`src/hw/fdcnd_defs.vh`:
```
// constants for the non-data command decoder: register map, field
// positions, command classes, reset values and timing
// assumes a 200 MHz core clock
`ifndef FDCND_DEFS_VH
`define FDCND_DEFS_VH

// bus register byte offsets
`define FDCND_REG_DATA      8'h00
`define FDCND_REG_MSTAT     8'h04
`define FDCND_REG_IRQ_STAT  8'h08
`define FDCND_REG_IRQ_MASK  8'h0c

// main status bits
`define FDCND_MS_ACCEPT     0
`define FDCND_MS_RESULT     1
`define FDCND_MS_BUSY       2
`define FDCND_MS_SEEKING    3
`define FDCND_MS_LOCK       4

// interrupt event bits
`define FDCND_IRQ_SEEK      0
`define FDCND_IRQ_RESULT    1
`define FDCND_IRQ_INVALID   2
`define FDCND_IRQ_W         3

// operation codes
`define FDCND_OP_SPECIFY    8'h03
`define FDCND_OP_SDS        8'h04
`define FDCND_OP_RECAL      8'h07
`define FDCND_OP_SIS        8'h08
`define FDCND_OP_DUMP       8'h0e
`define FDCND_OP_SEEK       8'h0f
`define FDCND_OP_RELSEEK    8'h8f
`define FDCND_OP_VERSION    8'h10
`define FDCND_OP_PERP       8'h12
`define FDCND_OP_CONFIG     8'h13
`define FDCND_OP_LOCK       8'h14
`define FDCND_RELSEEK_MASK  8'hbf
`define FDCND_LOCK_MASK     8'h7f

// command classes
`define FDCND_C_INVALID     4'h0
`define FDCND_C_SPECIFY     4'h1
`define FDCND_C_SDS         4'h2
`define FDCND_C_RECAL       4'h3
`define FDCND_C_SIS         4'h4
`define FDCND_C_DUMP        4'h5
`define FDCND_C_SEEK        4'h6
`define FDCND_C_RELSEEK     4'h7
`define FDCND_C_VERSION     4'h8
`define FDCND_C_PERP        4'h9
`define FDCND_C_CONFIG      4'ha
`define FDCND_C_LOCK        4'hb

// result values
`define FDCND_ST0_INVALID   8'h80
`define FDCND_ST0_SEEK_END  8'h20
`define FDCND_DUMP_LEN      4'ha

// reset values of stored settings
`define FDCND_RST_CONFIG    8'h20
`define FDCND_RST_PRECOMP_START_TRACK    8'h00
`define FDCND_RST_EOT       8'h00

// timing: one step-rate unit and the core clock period
`define FDCND_STEP_UNIT_NS  1000000
`define FDCND_CLK_NS        5

`endif

```
`src/hw/fdcnd_stepper.v`:
```
// head stepper: walks one drive's head position toward a target
// one step per interval; assumes start is a one-cycle pulse while idle
`timescale 1ns/1ps
`default_nettype none

module fdcnd_stepper (
	// clock and reset
	input  wire        aclk,
	input  wire        aresetn,
	// command side
	input  wire        start,
	input  wire [7:0]  start_pos,
	input  wire [7:0]  target,
	input  wire [23:0] interval,
	// drive side
	output reg         step_pulse,
	output reg         step_dir,
	output reg  [7:0]  pos,
	output reg         busy,
	output reg         done
);

	reg [7:0]  tgt_reg;
	reg [23:0] cnt_reg;

	// interval timer and position walk
	always @(posedge aclk) begin
		if (!aresetn) begin
			step_pulse <= 1'b0;
			step_dir   <= 1'b0;
			pos        <= 8'h00;
			busy       <= 1'b0;
			done       <= 1'b0;
			tgt_reg    <= 8'h00;
			cnt_reg    <= 24'h000000;
		end else begin
			step_pulse <= 1'b0;
			done       <= 1'b0;
			if (start && !busy) begin
				busy    <= 1'b1;
				pos     <= start_pos;
				tgt_reg <= target;
				cnt_reg <= interval;
			end else if (busy) begin
				if (cnt_reg > 24'h000001) begin
					cnt_reg <= cnt_reg - 24'h000001;
				end else if (pos == tgt_reg) begin
					busy <= 1'b0; // arrived
					done <= 1'b1;
				end else begin
					step_pulse <= 1'b1;
					step_dir   <= (tgt_reg > pos);
					pos        <= (tgt_reg > pos) ? pos + 8'h01 : pos - 8'h01;
					cnt_reg    <= interval;
				end
			end
		end
	end

endmodule // fdcnd_stepper

`default_nettype wire

```
`src/hw/fdcnd_decoder.v`:
```
// non-data command decoder: command bytes arrive over AXI4-Lite,
// results are read back from the same data register
// assumes drive status pins are asynchronous to aclk
//
// Summary of operation
// - Recalibrate 07h plus drive byte retracts that head to track zero, no result.
// - Seek 0Fh plus head/drive byte plus cylinder steps head to that cylinder.
// - Relative seek steps given track count in or out per opcode bit 6.
// - Dump 0Eh returns four cylinders, step/unload, load/non-DMA, end-of-track bytes.
// - Dump bytes eight to ten: lock/perpendicular/gap, config settings, precomp track.
// - Sense interrupt 08h returns status zero then cylinder reached by seek.
// - Sense drive status 04h plus head/drive byte returns status byte three.
// - Undefined opcode is a no-op returning single status byte 80h.
//
// Implementation choices: register access over AXI4-Lite and the address map.
`timescale 1ns/1ps
`default_nettype none
`include "fdcnd_defs.vh"

module fdcnd_decoder #(
	parameter        ADDR_W        = 8,
	parameter [23:0] STEP_UNIT_CYC = `FDCND_STEP_UNIT_NS / `FDCND_CLK_NS,
	parameter [7:0]  VERSION_CODE  = 8'h5a // arbitrary value
) (
	// clock and reset
	input  wire              aclk,
	input  wire              aresetn,
	// axi4-lite write
	input  wire [ADDR_W-1:0] s_axi_awaddr,
	input  wire              s_axi_awvalid,
	output wire              s_axi_awready,
	input  wire [31:0]       s_axi_wdata,
	input  wire [3:0]        s_axi_wstrb,
	input  wire              s_axi_wvalid,
	output wire              s_axi_wready,
	output reg  [1:0]        s_axi_bresp,
	output reg               s_axi_bvalid,
	input  wire              s_axi_bready,
	// axi4-lite read
	input  wire [ADDR_W-1:0] s_axi_araddr,
	input  wire              s_axi_arvalid,
	output wire              s_axi_arready,
	output reg  [31:0]       s_axi_rdata,
	output reg  [1:0]        s_axi_rresp,
	output reg               s_axi_rvalid,
	input  wire              s_axi_rready,
	// drive interface
	input  wire [3:0]        drv_track0,
	input  wire [3:0]        drv_wprot,
	input  wire [3:0]        drv_ready,
	output wire              step_pulse,
	output wire              step_dir,
	output reg  [1:0]        drive_sel,
	output reg               head_select,
	// interrupt
	output wire              irq
);

	localparam [4:0] ST_IDLE   = 5'h01;
	localparam [4:0] ST_PARAM  = 5'h02;
	localparam [4:0] ST_EXEC   = 5'h04;
	localparam [4:0] ST_SEEK   = 5'h08;
	localparam [4:0] ST_RESULT = 5'h10;

	// opcode to class
	function [3:0] op_class;
		input [7:0] op;
		begin
			if (op == `FDCND_OP_SPECIFY) op_class = `FDCND_C_SPECIFY;
			else if (op == `FDCND_OP_SDS) op_class = `FDCND_C_SDS;
			else if (op == `FDCND_OP_RECAL) op_class = `FDCND_C_RECAL;
			else if (op == `FDCND_OP_SIS) op_class = `FDCND_C_SIS;
			else if (op == `FDCND_OP_DUMP) op_class = `FDCND_C_DUMP;
			else if (op == `FDCND_OP_SEEK) op_class = `FDCND_C_SEEK;
			else if ((op & `FDCND_RELSEEK_MASK) == `FDCND_OP_RELSEEK) op_class = `FDCND_C_RELSEEK;
			else if (op == `FDCND_OP_VERSION) op_class = `FDCND_C_VERSION;
			else if (op == `FDCND_OP_PERP) op_class = `FDCND_C_PERP;
			else if (op == `FDCND_OP_CONFIG) op_class = `FDCND_C_CONFIG;
			else if ((op & `FDCND_LOCK_MASK) == `FDCND_OP_LOCK) op_class = `FDCND_C_LOCK;
			else op_class = `FDCND_C_INVALID;
		end
	endfunction

	// class to number of parameter bytes
	function [1:0] param_len;
		input [3:0] cls;
		begin
			case (cls)
				`FDCND_C_SPECIFY, `FDCND_C_SEEK, `FDCND_C_RELSEEK: param_len = 2'd2;
				`FDCND_C_SDS, `FDCND_C_RECAL, `FDCND_C_PERP:       param_len = 2'd1;
				`FDCND_C_CONFIG:                                   param_len = 2'd3;
				default:                                           param_len = 2'd0;
			endcase
		end
	endfunction

	reg  [4:0]  state_reg;
	reg  [7:0]  cmd_reg;
	reg  [3:0]  cls_reg;
	reg  [1:0]  pidx_reg;
	reg  [7:0]  par_reg [0:2];
	reg  [3:0]  res_len_reg;
	reg  [3:0]  res_ptr_reg;
	reg  [7:0]  pcn_reg [0:3];
	reg  [3:0]  srt_reg, hut_reg;
	reg  [6:0]  hlt_reg;
	reg         nd_reg;
	reg  [7:0]  cfg_reg;
	reg  [7:0]  precomp_start_track_reg;
	reg         lock_reg;
	reg  [3:0]  perp_dc_reg;
	reg         gap_reg, wg_reg;
	reg         seek_pend_reg, sis_ok_reg;
	reg  [1:0]  seek_drv_reg;
	reg         seek_head_reg;
	reg  [11:0] sync1_reg, sync2_reg;
	reg         aw_held_reg, w_held_reg;
	reg  [ADDR_W-1:0] awaddr_reg;
	reg  [7:0]  wdata_reg;
	reg         wstrb0_reg;
	reg  [`FDCND_IRQ_W-1:0] irq_stat_reg, irq_mask_reg;

	wire        wr_fire  = aw_held_reg && w_held_reg && !s_axi_bvalid;
	wire        rd_fire  = s_axi_arvalid && s_axi_arready;
	wire [7:0]  wr_addr  = awaddr_reg[7:0] & 8'hfc; // map lives in the low byte
	wire [7:0]  rd_addr  = s_axi_araddr[7:0] & 8'hfc;
	wire        push     = wr_fire && wstrb0_reg && (wr_addr == `FDCND_REG_DATA);
	wire        pop      = rd_fire && (rd_addr == `FDCND_REG_DATA) && (state_reg == ST_RESULT);
	wire [3:0]  push_cls = op_class(wdata_reg);
	wire [1:0]  hd_drv   = par_reg[0][1:0];
	wire [7:0]  cur_pcn  = pcn_reg[hd_drv];
	wire [8:0]  rel_sum  = {1'b0, cur_pcn} + {1'b0, par_reg[1]};
	wire [3:0]  trk0_s   = sync2_reg[3:0];
	wire [3:0]  wprot_s  = sync2_reg[7:4];
	wire [3:0]  ready_s  = sync2_reg[11:8];
	wire [7:0]  stp_pos;
	wire        stp_busy, stp_done;
	reg  [7:0]  stp_target;
	reg  [7:0]  res_byte;

	// two-flop synchroniser for drive status pins
	always @(posedge aclk) begin
		if (!aresetn) begin
			sync1_reg <= 12'h000;
			sync2_reg <= 12'h000;
		end else begin
			sync1_reg <= {drv_ready, drv_wprot, drv_track0};
			sync2_reg <= sync1_reg;
		end
	end

	// seek target per command
	always @* begin
		stp_target = par_reg[1];
		if (cls_reg == `FDCND_C_RECAL)
			stp_target = 8'h00;
		else if (cls_reg == `FDCND_C_RELSEEK) begin
			if (cmd_reg[6])
				stp_target = rel_sum[8] ? 8'hff : rel_sum[7:0];
			else
				stp_target = (cur_pcn > par_reg[1]) ? cur_pcn - par_reg[1] : 8'h00;
		end
	end

	fdcnd_stepper u_stepper (
		.aclk       (aclk),
		.aresetn    (aresetn),
		.start      (state_reg == ST_EXEC && (cls_reg == `FDCND_C_RECAL || cls_reg == `FDCND_C_SEEK ||
		             cls_reg == `FDCND_C_RELSEEK)),
		.start_pos  (cur_pcn),
		.target     (stp_target),
		.interval   (STEP_UNIT_CYC * {19'h00000, 5'h10 - {1'b0, srt_reg}}), // 16 - rate, no 4-bit wrap at rate 0
		.step_pulse (step_pulse),
		.step_dir   (step_dir),
		.pos        (stp_pos),
		.busy       (stp_busy),
		.done       (stp_done)
	);

	// result byte selected by read pointer
	always @* begin
		res_byte = `FDCND_ST0_INVALID;
		case (cls_reg)
			`FDCND_C_SDS:
				res_byte = {1'b0, wprot_s[hd_drv], ready_s[hd_drv], trk0_s[hd_drv],
				            1'b0, par_reg[0][2:0]};
			`FDCND_C_SIS:
				if (res_ptr_reg == 4'h0)
					res_byte = sis_ok_reg ? (`FDCND_ST0_SEEK_END | {5'h00, seek_head_reg, seek_drv_reg})
					                      : `FDCND_ST0_INVALID;
				else
					res_byte = pcn_reg[seek_drv_reg];
			`FDCND_C_DUMP:
				case (res_ptr_reg)
					4'h0, 4'h1, 4'h2, 4'h3: res_byte = pcn_reg[res_ptr_reg[1:0]];
					4'h4: res_byte = {srt_reg, hut_reg};
					4'h5: res_byte = {hlt_reg, nd_reg};
					4'h6: res_byte = `FDCND_RST_EOT;
					4'h7: res_byte = {lock_reg, 1'b0, perp_dc_reg, gap_reg, wg_reg};
					4'h8: res_byte = {1'b0, cfg_reg[6:0]};
					default: res_byte = precomp_start_track_reg;
				endcase
			`FDCND_C_VERSION: res_byte = VERSION_CODE;
			`FDCND_C_LOCK: res_byte = {3'h0, lock_reg, 4'h0};
			default: res_byte = `FDCND_ST0_INVALID;
		endcase
	end

	// command phase sequencer and stored settings
	always @(posedge aclk) begin : seq
		integer i;
		if (!aresetn) begin
			state_reg     <= ST_IDLE;
			cmd_reg       <= 8'h00;
			cls_reg       <= `FDCND_C_INVALID;
			pidx_reg      <= 2'd0;
			res_len_reg   <= 4'h0;
			res_ptr_reg   <= 4'h0;
			srt_reg       <= 4'h0;
			hut_reg       <= 4'h0;
			hlt_reg       <= 7'h00;
			nd_reg        <= 1'b0;
			cfg_reg       <= `FDCND_RST_CONFIG;
			precomp_start_track_reg    <= `FDCND_RST_PRECOMP_START_TRACK;
			lock_reg      <= 1'b0;
			perp_dc_reg   <= 4'h0;
			gap_reg       <= 1'b0;
			wg_reg        <= 1'b0;
			seek_pend_reg <= 1'b0;
			sis_ok_reg    <= 1'b0;
			seek_drv_reg  <= 2'd0;
			seek_head_reg <= 1'b0;
			drive_sel     <= 2'd0;
			head_select   <= 1'b0;
			for (i = 0; i < 4; i = i + 1) begin
				pcn_reg[i] <= 8'h00;
			end
			for (i = 0; i < 3; i = i + 1) begin
				par_reg[i] <= 8'h00;
			end
		end else begin
			case (state_reg)
				ST_IDLE: if (push) begin
					cmd_reg  <= wdata_reg;
					cls_reg  <= push_cls;
					pidx_reg <= 2'd0;
					state_reg <= (param_len(push_cls) == 2'd0) ? ST_EXEC : ST_PARAM;
				end
				ST_PARAM: if (push) begin
					par_reg[pidx_reg] <= wdata_reg;
					pidx_reg <= pidx_reg + 2'd1;
					if (pidx_reg + 2'd1 == param_len(cls_reg))
						state_reg <= ST_EXEC;
				end
				ST_EXEC: begin
					res_ptr_reg <= 4'h0;
					res_len_reg <= 4'h1;
					state_reg   <= ST_RESULT;
					case (cls_reg)
						`FDCND_C_SPECIFY: begin
							{srt_reg, hut_reg} <= par_reg[0];
							{hlt_reg, nd_reg}  <= par_reg[1];
							state_reg <= ST_IDLE;
						end
						`FDCND_C_RECAL, `FDCND_C_SEEK, `FDCND_C_RELSEEK: begin
							drive_sel   <= hd_drv;
							head_select <= par_reg[0][2] && cls_reg != `FDCND_C_RECAL;
							state_reg   <= ST_SEEK;
						end
						`FDCND_C_SIS: begin
							sis_ok_reg    <= seek_pend_reg;
							seek_pend_reg <= 1'b0;
							res_len_reg   <= seek_pend_reg ? 4'h2 : 4'h1;
						end
						`FDCND_C_DUMP: res_len_reg <= `FDCND_DUMP_LEN;
						`FDCND_C_PERP: begin
							if (par_reg[0][7])
								perp_dc_reg <= par_reg[0][5:2];
							{gap_reg, wg_reg} <= par_reg[0][1:0];
							state_reg <= ST_IDLE;
						end
						`FDCND_C_CONFIG: begin
							cfg_reg    <= par_reg[1];
							precomp_start_track_reg <= par_reg[2];
							state_reg  <= ST_IDLE;
						end
						`FDCND_C_LOCK: lock_reg <= cmd_reg[7];
						default: res_len_reg <= 4'h1;
					endcase
				end
				ST_SEEK: if (stp_done) begin
					pcn_reg[drive_sel] <= stp_pos;
					seek_pend_reg <= 1'b1;
					seek_drv_reg  <= drive_sel;
					seek_head_reg <= head_select;
					state_reg     <= ST_IDLE;
				end
				ST_RESULT: if (pop) begin
					res_ptr_reg <= res_ptr_reg + 4'h1;
					if (res_ptr_reg + 4'h1 == res_len_reg)
						state_reg <= ST_IDLE;
				end
				default: state_reg <= ST_IDLE;
			endcase
		end
	end

	// bus slave: address and data taken in either order
	assign s_axi_awready = !aw_held_reg && !s_axi_bvalid;
	assign s_axi_wready  = !w_held_reg && !s_axi_bvalid;
	assign s_axi_arready = !s_axi_rvalid;

	always @(posedge aclk) begin
		if (!aresetn) begin
			aw_held_reg  <= 1'b0;
			w_held_reg   <= 1'b0;
			awaddr_reg   <= {ADDR_W{1'b0}};
			wdata_reg    <= 8'h00;
			wstrb0_reg   <= 1'b0;
			s_axi_bvalid <= 1'b0;
			s_axi_bresp  <= 2'b00;
			s_axi_rvalid <= 1'b0;
			s_axi_rresp  <= 2'b00;
			s_axi_rdata  <= 32'h00000000;
			irq_mask_reg <= {`FDCND_IRQ_W{1'b0}};
		end else begin
			if (s_axi_awvalid && s_axi_awready) begin
				aw_held_reg <= 1'b1;
				awaddr_reg  <= s_axi_awaddr;
			end
			if (s_axi_wvalid && s_axi_wready) begin
				w_held_reg <= 1'b1;
				wdata_reg  <= s_axi_wdata[7:0];
				wstrb0_reg <= s_axi_wstrb[0];
			end
			if (wr_fire) begin
				aw_held_reg  <= 1'b0;
				w_held_reg   <= 1'b0;
				s_axi_bvalid <= 1'b1;
				s_axi_bresp  <= (wr_addr > `FDCND_REG_IRQ_MASK) ? 2'b10 : 2'b00;
				if (wr_addr == `FDCND_REG_IRQ_MASK && wstrb0_reg)
					irq_mask_reg <= wdata_reg[`FDCND_IRQ_W-1:0];
			end else if (s_axi_bready)
				s_axi_bvalid <= 1'b0;
			if (rd_fire) begin
				s_axi_rvalid <= 1'b1;
				s_axi_rresp  <= 2'b00;
				case (rd_addr)
					`FDCND_REG_DATA:     s_axi_rdata <= {24'h000000, pop ? res_byte : 8'h00};
					`FDCND_REG_MSTAT:    s_axi_rdata <= {27'h0, lock_reg, stp_busy, state_reg != ST_IDLE &&
					                     state_reg != ST_PARAM, state_reg == ST_RESULT, state_reg == ST_IDLE ||
					                     state_reg == ST_PARAM};
					`FDCND_REG_IRQ_STAT: s_axi_rdata <= {29'h0, irq_stat_reg};
					`FDCND_REG_IRQ_MASK: s_axi_rdata <= {29'h0, irq_mask_reg};
					default: begin
						s_axi_rdata <= 32'h00000000;
						s_axi_rresp <= 2'b10;
					end
				endcase
			end else if (s_axi_rready)
				s_axi_rvalid <= 1'b0;
		end
	end

	// sticky events, write one to clear, set wins over clear
	wire [`FDCND_IRQ_W-1:0] irq_set = {state_reg == ST_EXEC && cls_reg == `FDCND_C_INVALID,
	                                   state_reg == ST_EXEC && state_reg != ST_SEEK,
	                                   state_reg == ST_SEEK && stp_done};
	wire [`FDCND_IRQ_W-1:0] irq_clr = (wr_fire && wstrb0_reg && wr_addr == `FDCND_REG_IRQ_STAT) ?
	                                  wdata_reg[`FDCND_IRQ_W-1:0] : {`FDCND_IRQ_W{1'b0}};

	// result event only for commands that have a result phase
	wire res_evt_ok = !(cls_reg == `FDCND_C_SPECIFY || cls_reg == `FDCND_C_PERP || cls_reg == `FDCND_C_CONFIG ||
	                    cls_reg == `FDCND_C_RECAL || cls_reg == `FDCND_C_SEEK || cls_reg == `FDCND_C_RELSEEK);

	// status update
	always @(posedge aclk) begin
		if (!aresetn)
			irq_stat_reg <= {`FDCND_IRQ_W{1'b0}};
		else
			irq_stat_reg <= (irq_stat_reg & ~irq_clr) | (irq_set & {1'b1, res_evt_ok, 1'b1});
	end

	assign irq = |(irq_stat_reg & irq_mask_reg);

endmodule // fdcnd_decoder

`default_nettype wire

```
`config.mk`:
```
export PLATFORM = sky130hd
export DESIGN_NAME = fdcnd_decoder
export DESIGN_NICKNAME = d
export VERILOG_FILES = /design/src/hw/fdcnd_stepper.v /design/src/hw/fdcnd_decoder.v
export VERILOG_INCLUDE_DIRS = /design/src /design/src/hw
export SDC_FILE = /design/constraint.sdc
export NUM_CORES = 1
export LEC_CHECK = 0
export ABC_AREA = 1
export BUFFER_PORTS_ARGS = -buffer_cell sky130_fd_sc_hd__buf_2
export CORE_ASPECT_RATIO = 1.1
export CORE_UTILIZATION = 35
export CTS_CLUSTER_SIZE = 30
export DETAILED_ROUTE_END_ITERATION = 12
export PLACE_DENSITY_LB_ADDON = 0.1
export SLEW_MARGIN = 40
export SYNTH_ARGS = -nofsm -noshare
export SYNTH_HDL_FRONTEND = slang
export SYNTH_SLANG_ARGS = --single-unit
export TNS_END_PERCENT = 10
```
`constraint.sdc`:
```
create_clock -name aclk -period 3.45 [get_ports aclk]
set_input_delay 0.345 -clock aclk [delete_from_list [all_inputs] [get_ports aclk]]
set_output_delay 0.345 -clock aclk [all_outputs]
set_load 0.01 [all_outputs]
```
# Word-level counts from Yosys, hierarchy flattened
# Memories as Yosys holds them, arrays and structs flattened. A register that Yosys moved wholly into a read port is not among the register bits.
# Index checks and enable logic that the tools add are counted.
# Widths: inputs -> output; s select.
[totals] regBits=196 ram_bits=56 in_bits=71 output_inout_bits=47 elab_cells=307 memories=2
[memory_table] name="pcn_reg" depth=4 word_bits=8 rd=3 rd_clocked_by_memory_dff=2 write_ports=4 line_no="fdcnd_decoder.v:104" rtl="reg [7:0] pcn_reg [0:3];"
[memory_table] name="par_reg" depth=3 word_bits=8 rd=3 rd_clocked_by_memory_dff=1 write_ports=3 line_no="fdcnd_decoder.v:101" rtl="reg [7:0] par_reg [0:2];"
[classes] addsub=8 n_mul=1 n_lt_le_gt_ge=5 n_eq_ne=65 mux=95 n_bitwise=10 reduce_logical=78
[op_table] op="$mux 8" count=15
[op_table] op="$mux 24" count=2
[op_table] op="$mux 4" count=12
[op_table] op="$pmux 8 s6" count=1
[op_table] op="$mux 23" count=2
[op_table] op="$eq 4x3->1 const B" count=10
[op_table] op="$pmux 8 s5" count=1
[op_table] op="$mux 2" count=17
[op_table] op="$pmux 8 s4" count=1
[op_table] op="$mux 5" count=6
[op_table] op="$eq 4x4->1 const B" count=7
[op_table] op="$mux 1" count=25
[op_table] op="$pmux 5 s5" count=1
[op_table] op="$eq 4x2->1 const B" count=6
[op_table] op="$eq 6x2->1 const B" count=4
[op_table] op="$eq 8x4->1 const B" count=3
[op_table] op="$eq 8x5->1 const B" count=3
[op_table] op="$gt 24x1->1 const B" count=1
[op_table] op="$reduce_and 2->1" count=12
[op_table] op="$sub 24x1->24 const B" count=1
[op_table] op="$reduce_or 3->1" count=7
[op_table] op="$logic_and 1x1->1" count=20
[op_table] op="$mul 12x5->17 const A" count=1
[op_table] op="$eq 8x3->1 const B" count=2
[op_table] op="other kinds (53)" count=102

# Depth between registers and ports, before layout
# Gate-level depths: netlist of run 1.
[logic_depth] ltp_word=22 mapped_depth=22 mapped_depth_nobuf=22

# By module
# From an unflattened synthesis of run 1, not the netlist that was laid out.
[hier_totals] cells_unflattened=1910 hier_area_um2=13777.0
[by_module_without_submodules] mod="fdcnd_decoder" n_inst=1 cells_per_inst=1465 area_per_inst_um2=10766.6 seq_area_each_um2=4264.1
[by_module_without_submodules] mod="fdcnd_stepper" n_inst=1 cells_per_inst=445 area_per_inst_um2=3010.4 seq_area_each_um2=880.8

# Least setup slack after synthesis of run 1
# No wires, ideal clock.
[synth_path] path_type="flip-flop to flip-flop" start="reg srt_reg[0]" end="reg u_stepper.cnt_reg[15]" setup_ns=0.113 arrival_time_ns=3.249 required_ns=3.337 slack_ns=0.089 stages_incl_launch_ff=18 path_buffers=0 synth_period_minus_slack_ns=3.361 cell_sequence="dfxtp_1 -> inv_1 -> ha_1 -> xnor2_1 -> ha_1 -> inv_1 -> fa_1 -> inv_1 -> ha_1 -> ha_1 -> nand2_1 -> nor2_1 -> a21oi_1 -> or2_2 -> nand3_1 -> o31ai_1 -> nand2_1 -> nand2_1"
[synth_via] elab_chain_len=6
[synth_rtl] element="start, declared" line_no="fdcnd_decoder.v:105" rtl="reg [3:0] srt_reg, hut_reg;"
[synth_rtl] element="start signal, assigned" line_no="fdcnd_decoder.v:261" rtl="{srt_reg, hut_reg} <= par_reg[0];"
[synth_rtl] element="$sub 5x4->5 *" line_no="fdcnd_decoder.v:172" rtl=".interval (STEP_UNIT_CYC * {19'h00000, 5'h10 - {1'b0, srt_reg}}),"
[synth_rtl] element="$mul 12x5->17 *" line_no="fdcnd_decoder.v:172"
[synth_rtl] element="$mux 24" line_no="fdcnd_stepper.v:47" rtl="end else if (pos == tgt_reg) begin"
[synth_rtl] element="$mux 24" line_no="fdcnd_stepper.v:45" rtl="if (cnt_reg > 24'h000001) begin"
[synth_rtl] element="$mux 23" line_no="fdcnd_stepper.v:44" rtl="end else if (busy) begin"
[synth_rtl] element="$mux 23 *" line_no="fdcnd_stepper.v:39" rtl="if (start && !busy) begin"
[synth_rtl] element="end signal, assigned" line_no="fdcnd_stepper.v:43" rtl="cnt_reg <= interval;"
[synth_rtl] element="end signal, assigned" line_no="fdcnd_stepper.v:46" rtl="cnt_reg <= cnt_reg - 24'h000001;"
[synth_rtl] element="end signal, assigned" line_no="fdcnd_stepper.v:54" rtl="cnt_reg <= interval;"
[synth_rtl] element="end, declared" line_no="fdcnd_stepper.v:24" rtl="reg [23:0] cnt_reg;"
# Mark *: on every way between the ends. The rest lies on a longest branch, timed or not. The select of a mux whose other input is x is not followed.
# A chain may end at the register's enable or synchronous reset.

# Final worst setup path of run 1
[layout_path] start="reg srt_reg[1]" end="reg u_stepper.cnt_reg[15]"
# The elaborated chain is that of the path after synthesis.

==> results of run 1 <==
## per-stage QoR
stage          setup slack (ns)  instances  setup TNS [ns]  hold slack, ns  instance area, um2
2_1_floorplan            0.0887       1913               0           0.390               13500
3_3_place_gp              0.187       2424               0           0.403               14300
3_5_place_dp              0.119       2424               0           0.401               14300
4_1_cts                   0.101       2486               0          0.0225               15300
5_1_grt                 -0.0174       2486         -0.0355          0.0532               15400
6_report                  0.191       2486               0          0.0458               15400
## cell families after synthesis
kind of cell | Yosys count | synth area share
and+or+nand+nor | 862 | 0.274
DFF | 229 | 0.384
AOI/OAI and AO/OA | 374 | 0.149
buffers and inverters | 312 | 0.0974
xor gates and xnor gates | 34 | 0.0222
adders and majority gates | 76 | 0.0737
other | 1 | 0.000280
## critical path: cells and delay by family (launching register included)
| kind | cells | cell delay [ns] |
|---|---|---|
| adders and majority gates | 5 | 1.47 |
| and+or+nand+nor | 5 | 0.57 |
| DFF | 1 | 0.40 |
| AOI/OAI and AO/OA | 3 | 0.34 |
| buffers and inverters | 2 | 0.23 |
| xor gates and xnor gates | 1 | 0.14 |
## area by class of cell
cell class              count  area, um2
fillers                  3973      22000
well taps                 494        618
clock buffers              34        742
repair buffers            110        708
flip-flops and latches    229       5140
clock inverters            16        199
multi-input cells        1372       7110
inverters                 231        877
## per-layer routing
metal,routed length [um],part of all wire
met1,19200,0.47
met2,18400,0.45
met3,1740,0.043
met4,1200,0.030
met5,0,0
## power by group
| part | switching [mW] | internal, mW | total [mW] |
|---|---|---|---|
| clock | 1.19 | 1.82 | 3.02 |
| sequential | 0.0446 | 2.82 | 2.87 |
| combinational | 0.401 | 0.186 | 0.587 |
| total | 1.64 | 4.83 | 6.47 |
## worst paths after layout
kind | to | slack [ns]
worst max register to register | u_stepper.cnt_reg[15] | 0.19
worst min-delay path | s_axi_bvalid | 0.05
worst min register to register | sync2_reg[2] | 0.41
worst max-delay path | u_stepper.cnt_reg[15] | 0.19
## cells in the final DEF, fill, tap and decap left out, types with 27 or more instances in the layout
cell type,instances
a21oi_1,156
buf_2,59
buf_4,39
clkbuf_16,27
dfxtp_1,173
edfxtp_1,56
ha_1,67
inv_1,218
nand2_1,403
nand3_1,111
nand4_1,58
nor2_1,244
o21ai_0,150
## repair_timing
action	in CTS	in global routing
hold buffers	12	0
buffers inserted	0	0
hold endpoints to repair	12	0
endpoints found under the setup margin	0	18
resized for setup	0	18
==> results.txt, run 1 <==
----------------------------------------------------
[Run status]
  Run status ... finished clean

[Worst hold path]
  WHS Path Cells ... 4
  Hold_sp ... s_axi_bready
  Path class of the lowest-slack min-delay path ... input pin to flip-flop

[Die]
  Number of core rows ... 74
  Die Height ... 207 um
  Effective utilization at floorplan ... 0.358
  DIE AREA ... approximately 40,000 um2
  Placeable core region ... roughly 37,000 um2
  Io pins ... around 120
  Die width ... between 150 and 200 um

[Placed design]
  Total of buffers placed on input and output ports ... 60
  Half-perimeter wire length after placement ... 30,900 um
  Last weighted congestion value of the routability-driven placer ... approximately 0.88

[STA]
  Upper clock frequency limit ... slightly above 0.3 GHz
  Final setup violation count ... 0
  Fin Clk Skew ... a little under 0.01 ns
  Worst-Margin Slew ... between 0.7 and 0.8 ns
  Final clock period utilization by the worst path ... 0.945
  Final critical delay including setup and external delays ... approximately 3.3 ns
  Number of pins exceeding their max-slew limit in the final report ... 0
  Setup repair after global routing missed its margin ... yes
  Final hold violation count ... 0
  Rel. slew slack ... 0.478

[Finish]
  Post-layout util ... 0.412
  Area growth from synthesis to final layout ... 14.9%
  Number of nets at the end of the flow ... between 2,000 and 2,500
  Antenna diode instance count ... 0
  Share of post-route cells with drive strength above 1 ... 0.0929
  Max FFs per register ... 32

[Synth]
  Number of distinct library cells after synthesis ... 48
  FF+latch count, synth ... between 200 and 250
  Synth top area cells ... dfxtp_1 (26%), edfxtp_1 (13%), nand2_1 (11%)
  Post-synth EDFFs ... 56
  Most common flop cell mapped by yosys ... dfxtp_1
  Synth Instances ... between 1,500 and 2,000
  Mean instance size in the synthesized netlist ... 7.10 um2
  Total number of yosys warnings ... 0
  Fraction of synthesis flops using an asynchronous set or reset pin ... 0
  Fraction of synthesized cell area taken by the top area cell type ... 0.258
  Ranking of synthesized cells by instance count ... nand2_1 (404), nor2_1 (247), inv_1 (220)
  Most frequently used cell type in the post-synthesis netlist ... nand2_1
  Cell type contributing the most total cell area after synthesis ... dfxtp_1
  Fraction of the yosys area taken by sequential cells ... 0.384
  Post-Synthesis Cell Area ... 13,400 um2

[Global routing]
  Via count of the first global-routing pass ... about 12,000
  Met1 demand-to-capacity share in global routing ... 0.282
  Routing layer with the top usage in global route ... met2
  Number of antenna violations at the first check in global routing ... 0
  GR Util met3 ... 0.0252
  Global-route wire length before repair ... between 60,000 and 70,000 um
  GRT Util Overall ... 0.204
  Pin count of the biggest net entering global routing ... 47
  Total gr overflow ... 0
  Global Route met2 Usage ... 0.329

[CTS]
  Number of buffers between clock root and the deepest sink ... 3
  Buffer cell driving the clock tree root ... clkbuf_16
  Clk pin slew, worst setup/hold paths ... about 0.06 ns
  H-Tree Level Count ... 1
  Inserted Clock Buffers ... 27
  CTS tree ... yes
  Clk Latency, worst-skew pair ... about 0.56 ns
  Clock sink total ... 229

[Setup path]
  Setup crit start kind ... flip-flop
  Launch point of the critical path ... srt_reg[1]
  Critical register-to-register path startpoint ... srt_reg[1]
  Kind of critical path ... flip-flop to flip-flop
  Crit-path max FO ... 5
  Cells along the critical path ... inv_2 > ha_2 > xnor2_2 > buf_4 > ha_1 > ha_1 > ha_1 > ha_2 > nand2_1 > o21bai_1 > a21oi_1 > or2_2 > nand3_1 > o31ai_1 > nand2_1 > nand2_1
  Cells on worst reg2reg path ... 16
  Capturing element type of the critical path ... flip-flop
  Largest incremental delay on the critical path ... around 0.4 ns
  Arrival time at the worst endpoint ... 3.70 ns
  Slowest stage cell, crit path ... dfxtp_1
  WP data required ... ~3.9 ns

[Route]
  Antenna Violating Nets Remaining ... 0
  Wire per inst ... roughly 16 um
  Via density per instance ... 5.03
  Detailed-route via count ... around 12,000
  WL final ... 40,500 um
  Detailed router's first-iteration violation count ... slightly below 900
  Number of iterations in the first detailed-routing pass ... 5
  Residual DRC ... 0

[Power]
  Total power per unit cell area ... approximately 420 nW/um2
  Maximum ir drop on the vdd rail ... 345 uV
  Leakage power of the design ... about 7.2 nW
  Total power of the final layout ... between 6 and 7 mW

[Run]
  Number of max-cap violations ... 0

----------------------------------------------------
Note: power is estimated with default switching activity, not from simulation.
==> run 2, diff against run 1 <==
BUFFER_PORTS_ARGS = -buffer_cell sky130_fd_sc_hd__clkbuf_2   (was -buffer_cell sky130_fd_sc_hd__buf_2)
==> run 2 against run 1 <==
Against the previous run: clock-buffer cell count grew 1; setup slack better by 0.017 ns; clock power rose by 3%; critical path type unchanged; cell area grew 0.20%; flip-flop and latch count unchanged; routed wire length grew 0.33%; cell count hardly changed; die area is the same; largest cell class unchanged; critical endpoint is now u_stepper.cnt_reg[20]; core utilization rose by 0.084 points; highest routed layer unchanged.
==> results.txt, run 2 (same netlist as run 1, synthesis figures left out) <==
----------------------------------------------------
[STA]
  Final critical delay including setup and external delays ... roughly 3.2 ns
  Setup TNS Final ... 0 ns
  Number of pins exceeding their max-slew limit in the final report ... 0
  Final setup violation count ... 0
  Worst-Margin Slew ... ~0.78 ns
  Fin Clk Skew ... ~0.026 ns
  Final clock period utilization by the worst path ... 0.940
  Final hold violation count ... 0
  Rel. slew slack ... 0.480
  Upper clock frequency limit ... just over 0.3 GHz
  Fin worst setup slack ... between 0.2 and 0.25 ns

[Route]
  Detailed router's first-iteration violation count ... 866
  Antenna Violating Nets Remaining ... 0
  Detailed-route via count ... between 10,000 and 15,000
  Wire per inst ... between 15 and 20 um
  Number of iterations in the first detailed-routing pass ... 5
  Via density per instance ... 5.00
  Residual DRC ... 0
  WL final ... slightly above 40,000 um

[Placed design]
  Half-perimeter wire length after placement ... 31,000 um
  Placed Instances ... roughly 2,400
  Total of buffers placed on input and output ports ... 60
  Last weighted congestion value of the routability-driven placer ... 0.880
  Placement Cell Area ... about 14,000 um2
  Worst slack, placed ... about 0.13 ns

[Setup path]
  Capturing element type of the critical path ... flip-flop
  Arrival time at the worst endpoint ... 3.68 ns
  Setup crit start kind ... flip-flop
  Dominant cell type by count on the critical path ... nand2_1
  Slowest stage cell, crit path ... fa_1
  Top Family by Delay on Critical Path ... adder cells
  Largest incremental delay on the critical path ... approximately 0.50 ns
  Combined buffer and inverter count along the critical path ... 4
  Cells along the critical path ... inv_1 > ha_2 > nand2_1 > nor2_4 > ha_1 > inv_1 > fa_1 > inv_1 > ha_1 > ha_1 > buf_4 > nand2_1 > nor2_1 > nand4_1 > nand3_1 > nand2_1 > nand2_1 > o21ai_0 > nand2_1 > o21ai_1
  Kind of critical path ... flip-flop to flip-flop
  Crit-path max FO ... 4
  R2R Setup Slk ... 0.21 ns
  WP data required ... 3.88 ns

[CTS]
  CTS tree ... yes
  Clk Latency, worst-skew pair ... approximately 0.57 ns
  Clk pin slew, worst setup/hold paths ... about 0.06 ns
  Buffer cell driving the clock tree root ... clkbuf_16
  Clock sink total ... ~230
  Number of buffers between clock root and the deepest sink ... 3
  Number of setup buffers added after CTS ... 0
  H-Tree Level Count ... 1
  Inserted Clock Buffers ... 27

[Power]
  Total power of the final layout ... approximately 6.6 mW
  Leakage power of the design ... 7.19 nW
  Total power per unit cell area ... ~430 nW/um2
  Maximum ir drop on the vdd rail ... about 370 uV

[Run status]
  Run status ... finished clean

[Global routing]
  Pin count of the biggest net entering global routing ... 46
  Via count of the first global-routing pass ... between 10,000 and 15,000
  Number of antenna violations at the first check in global routing ... 0
  Total gr overflow ... 0
  Global-route wire length before repair ... roughly 63,000 um
  GRT Util Overall ... 0.205

[Die]
  Effective utilization at floorplan ... 0.358
  Die width ... ~190 um
  Io pins ... ~120
  Placeable core region ... around 37,000 um2
  Number of core rows ... 74
  DIE AREA ... just under 40,000 um2
  Die Height ... between 200 and 250 um

[Finish]
  Final design instance area without fill ... ~15,000 um2
  Fillcell total ... about 3,900
  Antenna diode instance count ... 0
  Number of nets at the end of the flow ... 2,119
  Share of post-route cells with drive strength above 1 ... 0.0913
  Area growth from synthesis to final layout ... 15.1%
  Max FFs per register ... 32
  Final cell count without fillers ... around 2,500
  Commonest cells after routing, fill and taps aside ... nand2_1 (404), nor2_1 (245), inv_1 (219)
  Most common cell after layout, fill and taps aside ... nand2_1

[Run]
  Number of max-cap violations ... 0

[Worst hold path]
  Path class of the lowest-slack min-delay path ... input pin to flip-flop

----------------------------------------------------
==> run 2: cell types whose count changed in the layout (fill, tap and decap cells not counted), moves of 2 or more <==
cell	before	now
buf_2	59	0
clkbuf_2	0	59
clkinvlp_4	4	1
ha_2	4	2
==> run 2: repair_timing <==
item	in CTS	in global routing
hold buffers	12	0
gates resized for setup	0	15
setup endpoints to repair	0	17
endpoints found under the hold margin	12	0
==> run 2: tightest hold or removal path, stage by stage <==
cell      delay [ns]
clkbuf_2        0.07
inv_1           0.03
nand2_1         0.05
a21oi_1         0.05
==> run 2: worst paths after layout <==
kind / startpoint / cells after the start / to
setup / recovery: srt_reg[0] / 20 / u_stepper.cnt_reg[20]
hold / removal: s_axi_bready / 4 / s_axi_bvalid
setup reg to reg: srt_reg[0] / 20 / u_stepper.cnt_reg[20]
hold reg to reg: sync1_reg[6] / 2 / sync2_reg[6]
==> run 2: layer usage <==
metal  up-vias  GRT usage  share of wire  routed length [um]
met2       278      0.328           0.46               18600
met1      5730      0.284           0.47               19100
met3        68     0.0196          0.038                1560
li1       6359          -              -                   -
met5         -          0              0                   0
met4         0     0.0770          0.035                1430
==> run 2: area by class of cell <==
cell class                 count  area [um2]  area share
inverter                     231         870      0.0564
tap                          494         618      0.0401
clock inverter                15         216      0.0140
multi-input combinational   1372        7110       0.461
timing repair buffer         111         716      0.0464
clock buffer                  35         757      0.0491
sequential                   229        5150       0.334
==> run 2: metrics by stage <==
| stage | hold slack [ns] | util |
|---|---|---|
| floorplan | 0.390 | - |
| global placement | 0.403 | 0.382 |
| detailed placement | 0.403 | 0.382 |
| CTS | 0.00101 | 0.411 |
| global route | 0.0264 | 0.412 |
| finish | 0.0386 | 0.412 |
==> run 2: power by group <==
group	internal, mW	switching (mW)	leakage (nW)	total (mW)
combinational	0.186	0.404	4.74	0.589
clock	1.93	1.19	0.479	3.12
sequential	2.82	0.0448	1.97	2.87
==> run 3, diff against run 2 <==
SLEW_MARGIN = unset   (was 40)
clock period = 3.65 ns   (was 3.45 ns; I/O delays follow)
==> run 3 against run 2 <==
Against the previous run: clock skew shrank 0.013 ns; worst hold slack better by 0.018 ns; via count increased by 0.43%; flip-flop and latch count is the same; critical path type unchanged; critical endpoint is now u_stepper.cnt_reg[15]; largest cell class unchanged.
==> results.txt, run 3 (same netlist as run 1, synthesis figures left out) <==
----------------------------------------------------
[Run status]
  Run status ... finished clean

[Finish]
  Area growth from synthesis to final layout ... 14.1%
  Post-layout util ... 0.409
  Number of nets at the end of the flow ... roughly 2,100
  Commonest cells after routing, fill and taps aside ... nand2_1 (404), nor2_1 (246), inv_1 (220)
  Share of post-route cells with drive strength above 1 ... 0.0825
  Most common cell after layout, fill and taps aside ... nand2_1
  Max FFs per register ... 32
  Final cell count without fillers ... approximately 2,500
  Fillcell total ... around 4,000

[CTS]
  CTS tree ... yes
  Number of buffers between clock root and the deepest sink ... 3
  H-Tree Level Count ... 1
  Clock sink total ... ~230
  Clk Latency, worst-skew pair ... roughly 0.56 ns
  Number of setup buffers added after CTS ... 0
  Clk pin slew, worst setup/hold paths ... 0.06 ns
  Inserted Clock Buffers ... 27
  Buffer cell driving the clock tree root ... clkbuf_16

[Setup path]
  Crit-path max FO ... 5
  Capturing element type of the critical path ... flip-flop
  Dominant cell type by count on the critical path ... ha_1
  Cells along the critical path ... inv_1 > ha_1 > xnor2_1 > buf_4 > ha_1 > ha_1 > ha_1 > ha_1 > nand2_1 > o21bai_1 > a21oi_1 > or2_2 > nand3_1 > o31ai_1 > nand2_1 > nand2_1
  Top Family by Delay on Critical Path ... adder cells
  Launch point of the critical path ... srt_reg[1]
  Cells on worst reg2reg path ... 16
  Arrival time at the worst endpoint ... 3.85 ns
  Combined buffer and inverter count along the critical path ... 2
  Setup crit start kind ... flip-flop
  Kind of critical path ... flip-flop to flip-flop
  Largest incremental delay on the critical path ... about 0.40 ns
  Critical register-to-register path startpoint ... srt_reg[1]
  R2R Setup Slk ... approximately 0.25 ns
  RR Endpoint ... u_stepper.cnt_reg[15]
  Slowest stage cell, crit path ... ha_1
  WP data required ... roughly 4.1 ns

[Route]
  Wire per inst ... ~16 um
  WL final ... 40,600 um
  Detailed router's first-iteration violation count ... between 900 and 1,000
  Detailed-route via count ... 12,500
  Antenna Violating Nets Remaining ... 0
  Via density per instance ... 5.03
  Residual DRC ... 0
  Number of iterations in the first detailed-routing pass ... 6

[STA]
  Final hold violation count ... 0
  Fin worst setup slack ... around 0.25 ns
  Setup repair after global routing missed its margin ... no
  Final critical delay including setup and external delays ... between 3 and 4 ns
  Final setup violation count ... 0
  Final clock period utilization by the worst path ... 0.931
  Upper clock frequency limit ... slightly below 0.3 GHz
  Number of pins exceeding their max-slew limit in the final report ... 0
  Worst-Margin Slew ... 0.792 ns
  Setup TNS Final ... 0 ns
  Fin Clk Skew ... roughly 0.013 ns
  Rel. slew slack ... 0.470

[Placed design]
  Last weighted congestion value of the routability-driven placer ... 0.912
  Placed Instances ... 2,420
  Half-perimeter wire length after placement ... 31,000 um
  Worst slack, placed ... around 0.20 ns
  Total of buffers placed on input and output ports ... 60

[Global routing]
  GRT Util Overall ... 0.208
  Via count of the first global-routing pass ... 11,600
  Pin count of the biggest net entering global routing ... 48
  Number of antenna violations at the first check in global routing ... 0
  Global-route wire length before repair ... between 60,000 and 70,000 um
  Total gr overflow ... 0

[Worst hold path]
  Path class of the lowest-slack min-delay path ... input pin to flip-flop
  Endpoint of the worst hold-timing path ... awaddr_reg[7]
  WHS Path Cells ... 3
  Hold_sp ... s_axi_awaddr[7]

[Power]
  Maximum ir drop on the vdd rail ... a little over 300 uV
  Leakage power of the design ... approximately 7 nW
  Total power per unit cell area ... roughly 400 nW/um2

[Die]
  Placeable core region ... around 37,000 um2
  Die width ... 189 um
  DIE AREA ... ~40,000 um2
  Effective utilization at floorplan ... 0.358
  Die Height ... about 210 um
  Io pins ... about 120
  Number of core rows ... between 70 and 80

[Run]
  Number of max-cap violations ... 0

----------------------------------------------------
## run 3: changes by cell type in the layout (fill, tap and decap cells not counted), moves of 2 or more
cell	previous run	this run
buf_4	40	35
clkinv_1	7	12
clkbuf_1	4	1
clkbuf_8	3	0
clkinvlp_4	1	4
ha_1	68	71
a21oi_1	157	159
a21oi_2	3	1
ha_2	2	0
xnor2_1	6	8
xnor2_2	2	0
## run 3: final cells by class
class | instances | area [um2] | area share
diodes | 1 | 2.50 | 0.000164
clock buffers | 28 | 679 | 0.0444
repair buffers | 106 | 678 | 0.0443
clock inverters | 22 | 255 | 0.0167
flip-flops and latches | 229 | 5140 | 0.336
well taps | 494 | 618 | 0.0404
multi-input cells | 1372 | 7050 | 0.461
inverters | 231 | 870 | 0.0568
## run 3: how the worst max path moves through the flow
stage                            end  slack [ns]  cells past startpoint
2_1_floorplan  u_stepper.cnt_reg[15]        0.29                     17
3_3_place_gp   u_stepper.cnt_reg[21]        0.28                     21
3_5_place_dp   u_stepper.cnt_reg[19]        0.20                     17
4_1_cts        u_stepper.cnt_reg[19]        0.18                     17
5_1_grt        u_stepper.cnt_reg[21]       0.004                     19
6_report       u_stepper.cnt_reg[15]        0.25                     16
## run 3: metal layers
metal  GRT usage  vias up  wire (um)
met2       0.324      308      18100
li1            -     6353          -
met4      0.0709        0       1190
met5           0        -          0
met3      0.0247       60       2130
met1       0.295     5767      19200
## run 3: worst register-to-register path, stage by stage (launching register included)
cell and delay (ns):
dfxtp_1 0.37, inv_1 0.10, ha_1 0.21, xnor2_1 0.23, buf_4 0.18, ha_1 0.25, ha_1 0.31, ha_1 0.29
ha_1 0.40, nand2_1 0.13, o21bai_1 0.21, a21oi_1 0.09, or2_2 0.28, nand3_1 0.09, o31ai_1 0.07, nand2_1 0.06
nand2_1 0.04
## run 3: what timing repair did
item                       4_1_cts  5_1_grt
hold buffers                    12        0
setup endpoints to repair        0        7
resized for setup                0        2
hold endpoints to repair        12        0
## run 3: metrics by stage
| stage | hold slack, ns | instance area (um2) | power (mW) |
|---|---|---|---|
| floorplan | 0.390 | 13500 | 3.14 |
| global placement | 0.402 | 14200 | 3.30 |
| detailed placement | 0.401 | 14200 | 3.30 |
| CTS | 0.0290 | 15300 | 6.19 |
| global route | 0.0543 | 15300 | 6.38 |
| finish | 0.0569 | 15300 | 6.12 |
## run 3: where the power goes
part	leakage (nW)	switching, mW	internal (mW)
registers	1.97	0.0429	2.67
clock network	0.446	1.15	1.71
logic	4.71	0.375	0.174
